File: src/iopci_pkg.sv
// Shared constants, opcodes and carrier types of the port, change-detect,
// interrupt gating and tone output block.
// Assumes the core issues one decoded instruction per cycle as a command.
package iopci_pkg;

    localparam int PORT_W = 4;
    localparam int EVT_W = 8;
    localparam int VEC_W = 11;
    localparam int TONE_CNT_W = 15;

    // Port structure control field positions.
    localparam int PSC_OD_A = 0;
    localparam int PSC_OD_B = 1;
    localparam int PSC_PU_WAKE = 2;
    localparam int PSC_PU_PLAIN = 3;
    localparam logic [3:0] PSC_RESET = 4'h0;
    localparam logic [3:0] DIR_RESET = 4'hF;
    localparam logic [3:0] LED_RESET = 4'hF;
    localparam int T1M_TONE_SEL = 2;

    // Event flag and interrupt enable mask bit positions.
    localparam int EV_DIV0 = 0;
    localparam int EV_TMR0 = 1;
    localparam int EV_CHG = 2;
    localparam int EV_ALT4 = 4;
    localparam int EV_TMR1 = 7;
    localparam logic [7:0] EV_VALID = 8'h97;
    localparam logic [7:0] EV_CHG_MASK = 8'h04;

    // Vector of enable bit n is VEC_BASE + n * 4, giving 004H to 020H.
    localparam logic [10:0] VEC_BASE = 11'h004;
    localparam logic [10:0] VEC_LAST = 11'h020;
    localparam int VEC_SHIFT = 2;

    // Pattern operand fields and tone divider taps for a 32768 Hz tick.
    localparam int PAT_CAR_HI = 7;
    localparam int PAT_CAR_LO = 6;
    localparam int PAT_MOD_W = 6;
    localparam logic [1:0] CAR_LOW = 2'h0;
    localparam logic [1:0] CAR_HIGH = 2'h1;
    localparam logic [1:0] CAR_2048 = 2'h2;
    localparam int TAP_4096 = 2;
    localparam int TAP_2048 = 3;
    localparam int TAP_128 = 7;
    localparam int TAP_64 = 8;
    localparam int TAP_8 = 11;
    localparam int TAP_4 = 12;
    localparam int TAP_2 = 13;
    localparam int TAP_1 = 14;

    typedef enum logic [4:0] {
        OP_NONE = 5'h00, OP_WR_PSC = 5'h01, OP_WR_DIR_A = 5'h02,
        OP_WR_DIR_B = 5'h03, OP_WR_CHG_EN = 5'h04, OP_WR_HOLD_EN = 5'h05,
        OP_WR_STOP_WAKE = 5'h06, OP_WR_PATTERN = 5'h07,
        OP_WR_IRQ_MASK = 5'h08, OP_WR_T1MODE = 5'h09, OP_WR_PORT_A = 5'h0A,
        OP_WR_PORT_B = 5'h0B, OP_WR_LED = 5'h0C, OP_CHANGE_CLEAR = 5'h0D,
        OP_EVF_CLEAR = 5'h0E, OP_IRQ_ENABLE = 5'h0F, OP_IRQ_MASK = 5'h10,
        OP_RETURN = 5'h11, OP_HOLD = 5'h12, OP_STOP = 5'h13
    } iopci_op_t;

    typedef enum logic [3:0] {
        ST_RUN = 4'h1, ST_HOLD = 4'h2, ST_STOP = 4'h4, ST_HOLD_ISR = 4'h8
    } iopci_state_t;

    typedef struct packed {
        logic valid;
        iopci_op_t op;
        logic [7:0] imm;
    } iopci_cmd_t;

    typedef struct packed {
        logic div0Ovf;
        logic tmr0Udf;
        logic alt4Event;
        logic tmr1Udf;
    } iopci_evt_t;

    typedef struct packed {
        logic [3:0] out;
        logic [3:0] oe;
    } iopci_pin_t;

endpackage

File: src/iopci_ports.sv
// Port modes, change detection, interrupt gating, hold/stop interplay and
// tone pattern output of a small 4-bit controller.
// Assumes commands, events and pins are synchronous to clk, except the
// wake inputs, which are synchronised here; fwTick pulses at 32768 Hz.
`timescale 1ns/10ps
`default_nettype none

module iopci_ports
(
    input wire logic clk,
    input wire logic rst,
    input wire iopci_pkg::iopci_cmd_t cmd,
    input wire iopci_pkg::iopci_evt_t evt,
    input wire logic fwTick,
    input wire logic tmr1Tone,
    input wire logic [3:0] portAIn,
    input wire logic [3:0] portBIn,
    input wire logic [3:0] wakeIn,
    input wire logic [3:0] plainIn,
    output iopci_pkg::iopci_pin_t portADrv,
    output iopci_pkg::iopci_pin_t portBDrv,
    output logic pullUpWakeEn,
    output logic pullUpPlainEn,
    output logic [3:0] ledSink,
    output logic toneOut,
    output logic [3:0] changeStatus,
    output logic [7:0] eventFlags,
    output logic [3:0] portARead,
    output logic [3:0] portBRead,
    output logic [3:0] plainRead,
    output logic irqTake,
    output logic [10:0] irqVector,
    output logic inHold,
    output logic inStop
);
    import iopci_pkg::*;

    ////////////////////////////////////////////////////////////////////////
    // Mode registers.
    logic [3:0] psc_ff;
    logic [3:0] dirA_ff;
    logic [3:0] dirB_ff;
    logic [3:0] dataA_ff;
    logic [3:0] dataB_ff;
    logic [3:0] chgEn_ff;
    logic [3:0] stopWake_ff;
    logic [7:0] holdEn_ff;
    logic [7:0] irqMask_ff;
    logic [7:0] pattern_ff;
    logic toneSelT1_ff;
    logic [3:0] led_ff;
    logic wr;

    assign wr = cmd.valid;

    always_ff @(posedge clk)
    begin
        if (rst)
        begin
            psc_ff <= PSC_RESET;
            dirA_ff <= DIR_RESET;
            dirB_ff <= DIR_RESET;
        end
        else if (wr && cmd.op == OP_WR_PSC)
        begin
            psc_ff <= cmd.imm[3:0];
        end
        else if (wr && cmd.op == OP_WR_DIR_A)
        begin
            dirA_ff <= cmd.imm[3:0];
        end
        else if (wr && cmd.op == OP_WR_DIR_B)
        begin
            dirB_ff <= cmd.imm[3:0];
        end
    end

    always_ff @(posedge clk)
    begin
        if (rst)
        begin
            chgEn_ff <= 4'h0;
            stopWake_ff <= 4'h0;
            holdEn_ff <= 8'h00;
            irqMask_ff <= 8'h00;
        end
        else if (wr)
        begin
            case (cmd.op)
                OP_WR_CHG_EN: chgEn_ff <= cmd.imm[3:0];
                OP_WR_STOP_WAKE: stopWake_ff <= cmd.imm[3:0];
                OP_WR_HOLD_EN: holdEn_ff <= cmd.imm & EV_VALID;
                OP_WR_IRQ_MASK: irqMask_ff <= cmd.imm & EV_VALID;
                default: chgEn_ff <= chgEn_ff;
            endcase
        end
    end

    always_ff @(posedge clk)
    begin
        if (rst)
        begin
            pattern_ff <= 8'h00;
            toneSelT1_ff <= 1'b0;
            dataA_ff <= 4'h0;
            dataB_ff <= 4'h0;
            led_ff <= LED_RESET;
        end
        else if (wr)
        begin
            case (cmd.op)
                OP_WR_PATTERN: pattern_ff <= cmd.imm;
                OP_WR_T1MODE: toneSelT1_ff <= cmd.imm[T1M_TONE_SEL];
                OP_WR_PORT_A: dataA_ff <= cmd.imm[3:0];
                OP_WR_PORT_B: dataB_ff <= cmd.imm[3:0];
                OP_WR_LED: led_ff <= cmd.imm[3:0];
                default: led_ff <= led_ff;
            endcase
        end
    end

    ////////////////////////////////////////////////////////////////////////
    // Pin drive and input sampling.
    always_ff @(posedge clk)
    begin
        if (rst)
        begin
            portADrv <= '0;
            portBDrv <= '0;
            pullUpWakeEn <= 1'b0;
            pullUpPlainEn <= 1'b0;
            ledSink <= LED_RESET;
            portARead <= 4'h0;
            portBRead <= 4'h0;
            plainRead <= 4'h0;
        end
        else
        begin
            portADrv.oe <= ~dirA_ff & (psc_ff[PSC_OD_A] ? ~dataA_ff : 4'hF);
            portADrv.out <= psc_ff[PSC_OD_A] ? 4'h0 : dataA_ff;
            portBDrv.oe <= ~dirB_ff & (psc_ff[PSC_OD_B] ? ~dataB_ff : 4'hF);
            portBDrv.out <= psc_ff[PSC_OD_B] ? 4'h0 : dataB_ff;
            pullUpWakeEn <= psc_ff[PSC_PU_WAKE];
            pullUpPlainEn <= psc_ff[PSC_PU_PLAIN];
            ledSink <= led_ff;
            portARead <= portAIn;
            portBRead <= portBIn;
            plainRead <= plainIn;
        end
    end

    ////////////////////////////////////////////////////////////////////////
    // Wake port synchroniser and change detection.
    logic [3:0] wakeS1_ff;
    logic [3:0] wakeS2_ff;
    logic [3:0] wakeS3_ff;
    logic [3:0] wakeChg;
    logic [3:0] wakeFall;

    always_ff @(posedge clk)
    begin
        if (rst)
        begin
            wakeS1_ff <= 4'h0;
            wakeS2_ff <= 4'h0;
            wakeS3_ff <= 4'h0;
        end
        else
        begin
            wakeS1_ff <= wakeIn;
            wakeS2_ff <= wakeS1_ff;
            wakeS3_ff <= wakeS2_ff;
        end
    end

    assign wakeChg = wakeS2_ff ^ wakeS3_ff;
    assign wakeFall = wakeS3_ff & ~wakeS2_ff;

    always_ff @(posedge clk)
    begin
        if (rst)
        begin
            changeStatus <= 4'h0;
        end
        else
        begin
            changeStatus <= (wr && cmd.op == OP_CHANGE_CLEAR ? 4'h0 :
                changeStatus) | wakeChg;
        end
    end

    ////////////////////////////////////////////////////////////////////////
    // Event flags, priority and interrupt acceptance.
    iopci_state_t state_ff;
    logic irqGlobalEn_ff;
    logic [7:0] evtSet;
    logic [7:0] pending;
    logic [7:0] takeMask;
    logic [7:0] relMask;
    logic [2:0] takeIdx;
    logic takeNow;
    logic holdRelease;

    function automatic logic [2:0] lowestSet(input logic [7:0] v);
        logic [2:0] idx;
        idx = 3'h0;
        for (int i = EVT_W - 1; i >= 0; i--)
        begin
            if (v[i])
            begin
                idx = i[2:0];
            end
        end
        return idx;
    endfunction

    always_comb
    begin
        evtSet = 8'h00;
        evtSet[EV_DIV0] = evt.div0Ovf;
        evtSet[EV_TMR0] = evt.tmr0Udf;
        evtSet[EV_CHG] = |(wakeChg & chgEn_ff);
        evtSet[EV_ALT4] = evt.alt4Event;
        evtSet[EV_TMR1] = evt.tmr1Udf;
    end

    assign pending = eventFlags & irqMask_ff & EV_VALID;
    assign takeIdx = lowestSet(pending);
    assign takeMask = 8'h01 << takeIdx;
    assign takeNow = irqGlobalEn_ff && (|pending) &&
        (state_ff == ST_RUN || state_ff == ST_HOLD);
    // Port change also needs mask bit
    assign relMask = holdEn_ff & (irqMask_ff | ~EV_CHG_MASK);
    assign holdRelease = |(eventFlags & relMask);

    always_ff @(posedge clk)
    begin
        if (rst)
        begin
            eventFlags <= 8'h00;
        end
        else
        begin
            eventFlags <= (eventFlags
                & ~(wr && cmd.op == OP_EVF_CLEAR ? cmd.imm : 8'h00)
                & ~(takeNow ? takeMask : 8'h00)) | evtSet;
        end
    end

    always_ff @(posedge clk)
    begin
        if (rst)
        begin
            irqGlobalEn_ff <= 1'b1;
        end
        else if (takeNow)
        begin
            irqGlobalEn_ff <= 1'b0;
        end
        else if (wr && (cmd.op == OP_IRQ_ENABLE || cmd.op == OP_WR_IRQ_MASK))
        begin
            irqGlobalEn_ff <= 1'b1;
        end
        else if (wr && cmd.op == OP_IRQ_MASK)
        begin
            irqGlobalEn_ff <= 1'b0;
        end
    end

    // Vector from 004H in steps of four
    always_ff @(posedge clk)
    begin
        if (rst)
        begin
            irqTake <= 1'b0;
            irqVector <= VEC_BASE;
        end
        else
        begin
            irqTake <= takeNow;
            if (takeNow)
            begin
                irqVector <= VEC_BASE + (11'(takeIdx) << VEC_SHIFT);
            end
        end
    end

    ////////////////////////////////////////////////////////////////////////
    // Hold and stop mode sequencing.
    always_ff @(posedge clk)
    begin
        if (rst)
        begin
            state_ff <= ST_RUN;
        end
        else
        begin
            case (state_ff)
                ST_RUN:
                begin
                    if (wr && cmd.op == OP_STOP)
                    begin
                        state_ff <= ST_STOP;
                    end
                    else if (wr && cmd.op == OP_HOLD && !holdRelease)
                    begin
                        state_ff <= ST_HOLD;
                    end
                end
                ST_HOLD:
                begin
                    if (takeNow)
                    begin
                        state_ff <= ST_HOLD_ISR;
                    end
                    else if (holdRelease)
                    begin
                        state_ff <= ST_RUN;
                    end
                end
                ST_STOP:
                begin
                    if (|(wakeFall & stopWake_ff))
                    begin
                        state_ff <= ST_RUN;
                    end
                end
                ST_HOLD_ISR:
                begin
                    if (wr && cmd.op == OP_RETURN)
                    begin
                        state_ff <= ST_HOLD;
                    end
                end
                default: state_ff <= ST_RUN;
            endcase
        end
    end

    assign inHold = state_ff[1];
    assign inStop = state_ff[2];

    ////////////////////////////////////////////////////////////////////////
    // Tone pattern generator.
    logic [TONE_CNT_W-1:0] toneCnt_ff;
    logic [PAT_MOD_W-1:0] modTaps;
    logic [1:0] carSel;
    logic carrier;
    logic patOut;

    always_ff @(posedge clk)
    begin
        if (rst)
        begin
            toneCnt_ff <= '0;
        end
        else if (fwTick)
        begin
            toneCnt_ff <= toneCnt_ff + 1'b1;
        end
    end

    assign carSel = pattern_ff[PAT_CAR_HI:PAT_CAR_LO];
    always_comb
    begin
        case (carSel)
            CAR_LOW: carrier = 1'b0;
            CAR_HIGH: carrier = 1'b1;
            CAR_2048: carrier = toneCnt_ff[TAP_2048];
            default: carrier = toneCnt_ff[TAP_4096];
        endcase
    end

    assign modTaps = {toneCnt_ff[TAP_1], toneCnt_ff[TAP_2],
        toneCnt_ff[TAP_4], toneCnt_ff[TAP_8], toneCnt_ff[TAP_64],
        toneCnt_ff[TAP_128]};
    assign patOut = (pattern_ff[PAT_MOD_W-1:0] == '0) ? carrier :
        carrier & |(modTaps & pattern_ff[PAT_MOD_W-1:0]);

    always_ff @(posedge clk)
    begin
        if (rst)
        begin
            toneOut <= 1'b0;
        end
        else
        begin
            toneOut <= toneSelT1_ff ? tmr1Tone : patOut;
        end
    end
endmodule
`default_nettype wire

File: config.mk
export PLATFORM = sky130hd
export DESIGN_NAME = iopci_ports
export DESIGN_NICKNAME = d
export VERILOG_FILES = /design/src/iopci_pkg.sv /design/src/iopci_ports.sv
export SDC_FILE = /design/constraint.sdc
export NUM_CORES = 1
export LEC_CHECK = 0
export BUFFER_PORTS_ARGS = -buffer_cell sky130_fd_sc_hd__buf_4
export CORE_ASPECT_RATIO = 0.5
export CORE_UTILIZATION = 27
export DETAILED_ROUTE_END_ITERATION = 10
export GPL_TIMING_DRIVEN = 0
export SYNTH_ARGS = -nofsm -noshare
export SYNTH_HDL_FRONTEND = slang
export SYNTH_SLANG_ARGS = --single-unit
File: constraint.sdc
create_clock -name clk -period 3.3 [get_ports clk]
set_input_delay 0.33 -clock clk [delete_from_list [all_inputs] [get_ports clk]]
set_output_delay 0.33 -clock clk [all_outputs]
set_load 0.1 [all_outputs]
After elaboration in Yosys (flattened, before gate mapping)
Cells that the tools add are included.
{ "word_totals": {"regBits": 142, "input_bits": 38} }
{ "classes": {"add_sub_neg": 2, "n_eq_ne": 29, "shift": 1, "n_mux": 23, "n_bitwise": 24, "n_reduce_logical": 38} }
{ "ops": {"columns": ["cell", "count"], "rows": [
  ["$and A8 B8 Y8", 5],
  ["$eq A5 B4 Y1 const B", 8],
  ["$mux W4", 9],
  ["$and A4 B4 Y4", 5],
  ["$eq A5 B3 Y1 const B", 4],
  ["$eq A5 B5 Y1 const B", 4],
  ["$not A4 Y4", 5],
  ["$reduce_and A2 Y1", 10],
  ["$mux W8", 2],
  ["$not A8 Y8", 2],
  ["$pmux W4 S4", 1],
  ["$add A15 B1 Y15 const B", 1],
  ["$mux W3", 5],
  ["$logic_and A1 B1 Y1", 13],
  ["$eq A5 B2 Y1 const B", 2],
  ["$or A8 B8 Y8", 1],
  ["$reduce_or A4 Y1", 2],
  ["$reduce_or A8 Y1", 1],
  ["$shl A1 B3 Y8 const A", 1],
  ["$add A3 B5 Y6 const A", 1],
  ["$and A6 B6 Y6", 1],
  ["$logic_not A6 Y1", 1],
  ["$reduce_or A6 Y1", 1],
  ["$eq A5 B1 Y1 const B", 1],
  ["other kinds (23)", 31]
]} }

Logic depth before layout (Yosys ltp)
{ "logic_depth": {"ltp_word": 11, "depth_mapped": 8, "ltp_nobuf": 7} }

Least setup slack after synthesis
OpenSTA, ideal clock, no wires.
{ "synth_path": {"path_type": "reg2reg", "startpoint": "reg eventFlags[4]", "endpoint": "reg eventFlags[4]", "t_arrival_ps": 2339, "t_required_ps": 3172, "slack_ps": 833, "path_stages_with_launch": 7, "n_path_buf": 1, "period_less_slack_ps": 2467, "cell_sequence": "dfxtp_1 a22oi_1 a2111oi_2 buf_2 nand4_1 a31oi_1 nor2_1"} }
{ "synth_between": {"elab_chain_len": 10, "elab_cells_between_ends": 14, "classes_between": "1 x shift; 5 x mux; 5 x bitwise; 3 x reduce/logical"} }
{ "synth_rtl": {"columns": ["element", "line", "source"], "rows": [
  ["from (decl)", "iopci_ports.sv:27", "output logic [7:0] eventFlags,"],
  ["from (signal assigned)", "iopci_ports.sv:244", "eventFlags <= (eventFlags"],
  ["$and A8 B8 Y8", "iopci_ports.sv:227", "assign pending = eventFlags & irqMask_ff & EV_VALID;"],
  ["$mux W3 (4 in a row)", "iopci_ports.sv:209", "if (v[i])"],
  ["$shl A1 B3 Y8", "iopci_ports.sv:229", "assign takeMask = 8'h01 << takeIdx;"],
  ["$mux W8", "iopci_ports.sv:246", "& ~(takeNow ? takeMask : 8'h00)) | evtSet;"],
  ["$not A8 Y8", "iopci_ports.sv:246", null],
  ["$and A8 B8 Y8 (*)", "iopci_ports.sv:246", null],
  ["$or A8 B8 Y8 (*)", "iopci_ports.sv:246", null]
]} }
Every way passes the cells marked *; elsewhere a longest branch is shown, timed or not.
A chain may end at the register's enable or synchronous reset.

Worst setup path in the final report
{ "layout_path": {"startpoint": "reg eventFlags[1]", "endpoint": "reg state_ff[0]"} }
{ "layout_between": {"elab_chain_len": 6, "elab_cells_between_ends": 13, "classes_between": "2 x eq/ne; 2 x mux; 2 x bitwise; 7 x reduce/logical"} }
{ "layout_rtl": {"columns": ["element", "line", "source"], "rows": [
  ["$and A8 B8 Y8, on equally long branches", "iopci_ports.sv:234, iopci_ports.sv:227", null],
  ["$reduce_or A8 Y1 / $reduce_or A5 Y1 (equally long branches)", "iopci_ports.sv:234, iopci_ports.sv:230", null],
  ["$logic_not A1 Y1 / $logic_and A1 B1 Y1 (equally long branches)", "iopci_ports.sv:305, iopci_ports.sv:230", null],
  ["$logic_and A1 B1 Y1, on equally long branches", "iopci_ports.sv:305, iopci_ports.sv:230", null],
  ["$ne A3 B1 Y1 (no source line), or another cell as far along", null, null],
  ["$reduce_and A4 Y1 (no source line) / $pmux W4 S4 (equally long branches)", null, null],
  ["to (signal assigned)", "iopci_ports.sv:303", "state_ff <= ST_STOP;"],
  ["to (signal assigned)", "iopci_ports.sv:307", "state_ff <= ST_HOLD;"],
  ["to (signal assigned)", "iopci_ports.sv:314", "state_ff <= ST_HOLD_ISR;"],
  ["to (decl)", "iopci_ports.sv:194", "iopci_state_t state_ff;"]
]} }
Parallel ways exist; a longest one is shown, timed or not.

==> results_dict.tcl <==
set metrics [dict create \
    routabilityCongestion 0.876 \
    coreArea_mm2 0.0186 \
    power_density_mw_per_mm2 595 \
    nFillCells 1896 \
    leakage_uw 0.00262 \
    ys_ff_latch 135 \
    post_cts_resize_count 0 \
    period_share 0.612 \
    routed-via-count 4276 \
    yosys-top-cells-area "dfxtp_1 52%, nand2_1 4.8%, a21oi_1 4.7%" \
    wirelength_um 13100 \
    num_antenna_cells 0 \
    crit_path_max_fanout 6 \
    die_area_mm2 0.0197 \
    dp.final_hpwl_um 9600 \
    grt.overflow.total 0 \
    setup.worst_path.end_class "flip-flop" \
    syn_area_mm2 0.00517 \
    cts_root_buf "clkbuf_16" \
    pin_count 99 \
    clockBufferDepth 2 \
    dp_worst_setup_slack_ps 1090 \
    clock-sinks 135 \
    synth_top_area_frac 0.523 \
    setup_viol 0 \
    fmax_ghz 0.495 \
    cts_buffers 17 \
    final_cell_mix "135 x dfxtp_1, 95 x buf_4, 66 x nand2_1" \
    cp_cell_sequence "a222oi_1 > a21boi_1 > or4b_1 > a41oi_1 > a31oi_1" \
    async_reset_ff_frac 0 \
    cp_num_buf_inv 0 \
    drt_iter0_drc 203 \
    ys_seq_area_frac 0.523 \
    netlist_instances 570 \
    maxCapViolations 0 \
    critPathArrivalTime_ps 2330 \
    yosys_warnings 0 \
    cts_setup_buffers 0 \
    drtPass1Iterations 5 \
    htree_num_levels 4 \
    rsz0062_at_grt "no" \
    finalMaxSlewViolations 0 \
    worstMarginPinSlew_ps 665 \
    cp.depth 5 \
    synth_largest_area_cell "dfxtp_1" \
    die_w_um 198 \
    avgViaCountPerCell 4.48 \
    reg2regPathDepth 5 \
    critical-path-max-stage-delay_ps 590 \
    fin_skew_ps 7.61 \
    hold_viol 0 \
    die_h_um 99.8 \
    worstSetupPathType "reg -> reg" \
    whs_ps 89.2 \
    min_path_type "in -> reg" \
    relSlewSlack 0.557 \
    cp.required_ps 3610 \
    grt_pass1_wl_um 21500 \
    clk_latency_ps 420 \
    synth_ff_type "dfxtp_1" \
    syn_area_per_cell_um2 9.07 \
    grt_pass1_vias 4258 \
    path_clk_slew_ps 60 \
    nets 728 \
    initial_core_util 0.278 \
    synth_edf_count 0 \
    drc 0 \
    status "completed" \
    crit_family "compound AO/OA/AOI/OAI gates" \
    area_delta_synth_final_pct 30.6 \
    drive_gt1_frac 0.203 \
    antenna_found_initial 0 \
    hold_depth 2 \
    setup_slack_ps 1280 \
    track_usage 0.139 \
    setup_tns_ps 0 \
    ir_drop_v 0.000366 \
    wire_per_inst_um 13.8 \
    rows 35 \
    worstSetupStartpointType "flip-flop" \
    period_needed_ps 2020 \
    grt_max_degree 17 \
    ant_nets 0 \
    slowest_stage "or4b_1" \
    place.port_buffers 88 \
    cts_tree "yes" \
    layout_commonest_cell "dfxtp_1" \
    postCtsHoldBufs 0 \
    synth_cell_types 51 \
]
[flip-flops by register name, indices dropped and copies added, names as in the netlist, 5 cells and up]
register,count
toneCnt_ff,15
eventFlags,8
irqMask_ff,5
portADrv,8
pattern_ff,8
portBDrv,8
holdEn_ff,5
[through the flow]
step / instances / instance area, um2 / power, uW / util
2_1_floorplan: 576 / 5190 / 2100 / -
3_3_place_gp: 923 / 6170 / 2220 / 0.333
3_5_place_dp: 923 / 6170 / 2230 / 0.333
4_1_cts: 955 / 6750 / 4050 / 0.363
5_1_grt: 955 / 6750 / 4170 / 0.363
6_report: 955 / 6750 / 4010 / 0.363
[per-layer routing]
layer,global-route usage,routed length [um],up-vias
li1,-,-,2186
met1,0.182,6360,1980
met2,0.225,5950,94
met3,0.0346,668,16
met4,0.0495,159,0
met5,0,0,-
[worst reg2reg max path, stage by stage (launching register included)]
cell and delay (ps):
dfxtp_1 370, a222oi_1 500, a21boi_1 190, or4b_1 590
a41oi_1 220, a31oi_1 50
[final cells by class]
cell class              instances  area, um2  share of cell area
repair buffers                 88        661              0.0979
flip-flops and latches        135       2700               0.401
clock inverters                13        120              0.0178
plain buffers                  42        189              0.0280
inverters                      10       37.5             0.00556
clock buffers                  19        453              0.0671
multi-input cells             389       2260               0.335
well taps                     259        324              0.0480
[synthesized netlist by cell type (all sizes together) (2+ instances only)]
cell type    n
and3         5
nor2        45
dfxtp      135
and2        10
a31oi        8
a21oi       49
nand2b       6
o21ai        6
a211o        4
nand4        5
nand2       66
nor4         3
buf         14
a211oi       9
a221oi       2
or4          2
nor3         3
xnor2        4
a22oi        9
ha           7
and4bb       2
nand3       44
nor2b       32
nand3b       8
or2          8
xor2         7
clkbuf      28
a21boi       3
or3          4
inv         10
mux2i       16
[final timing paths]
path / startpoint / endpoint / slack, ps
hold / removal: cmd[6] / eventFlags[6]$_SDFF_PP0_ / 90
hold reg to reg: dirA_ff[1]$_SDFFE_PP1P_ / portADrv[1]$_SDFF_PP0_ / 420
setup / recovery: eventFlags[1]$_SDFF_PP0_ / state_ff[0]$_SDFFE_PP1P_ / 1280
setup reg to reg: eventFlags[1]$_SDFF_PP0_ / state_ff[0]$_SDFFE_PP1P_ / 1280
[power by group]
group | internal, uW | leakage [uW] | switching, uW
clock network | 1080 | 0.000277 | 737
logic | 145 | 0.00124 | 351
registers | 1670 | 0.00110 | 26.8
total | 2900 | 0.00262 | 1110
[cell families after synthesis]
kind of cell / Yosys count / share of synthesized area
compound gates: 97 / 0.117
xor+xnor: 11 / 0.0186
fa+ha+maj: 7 / 0.0169
buf+inv: 52 / 0.0438
flops: 135 / 0.523
mux: 16 / 0.0310
other cells: 1 / 0.000726
simple gates: 251 / 0.249
(Power assumes the default switching activity.)
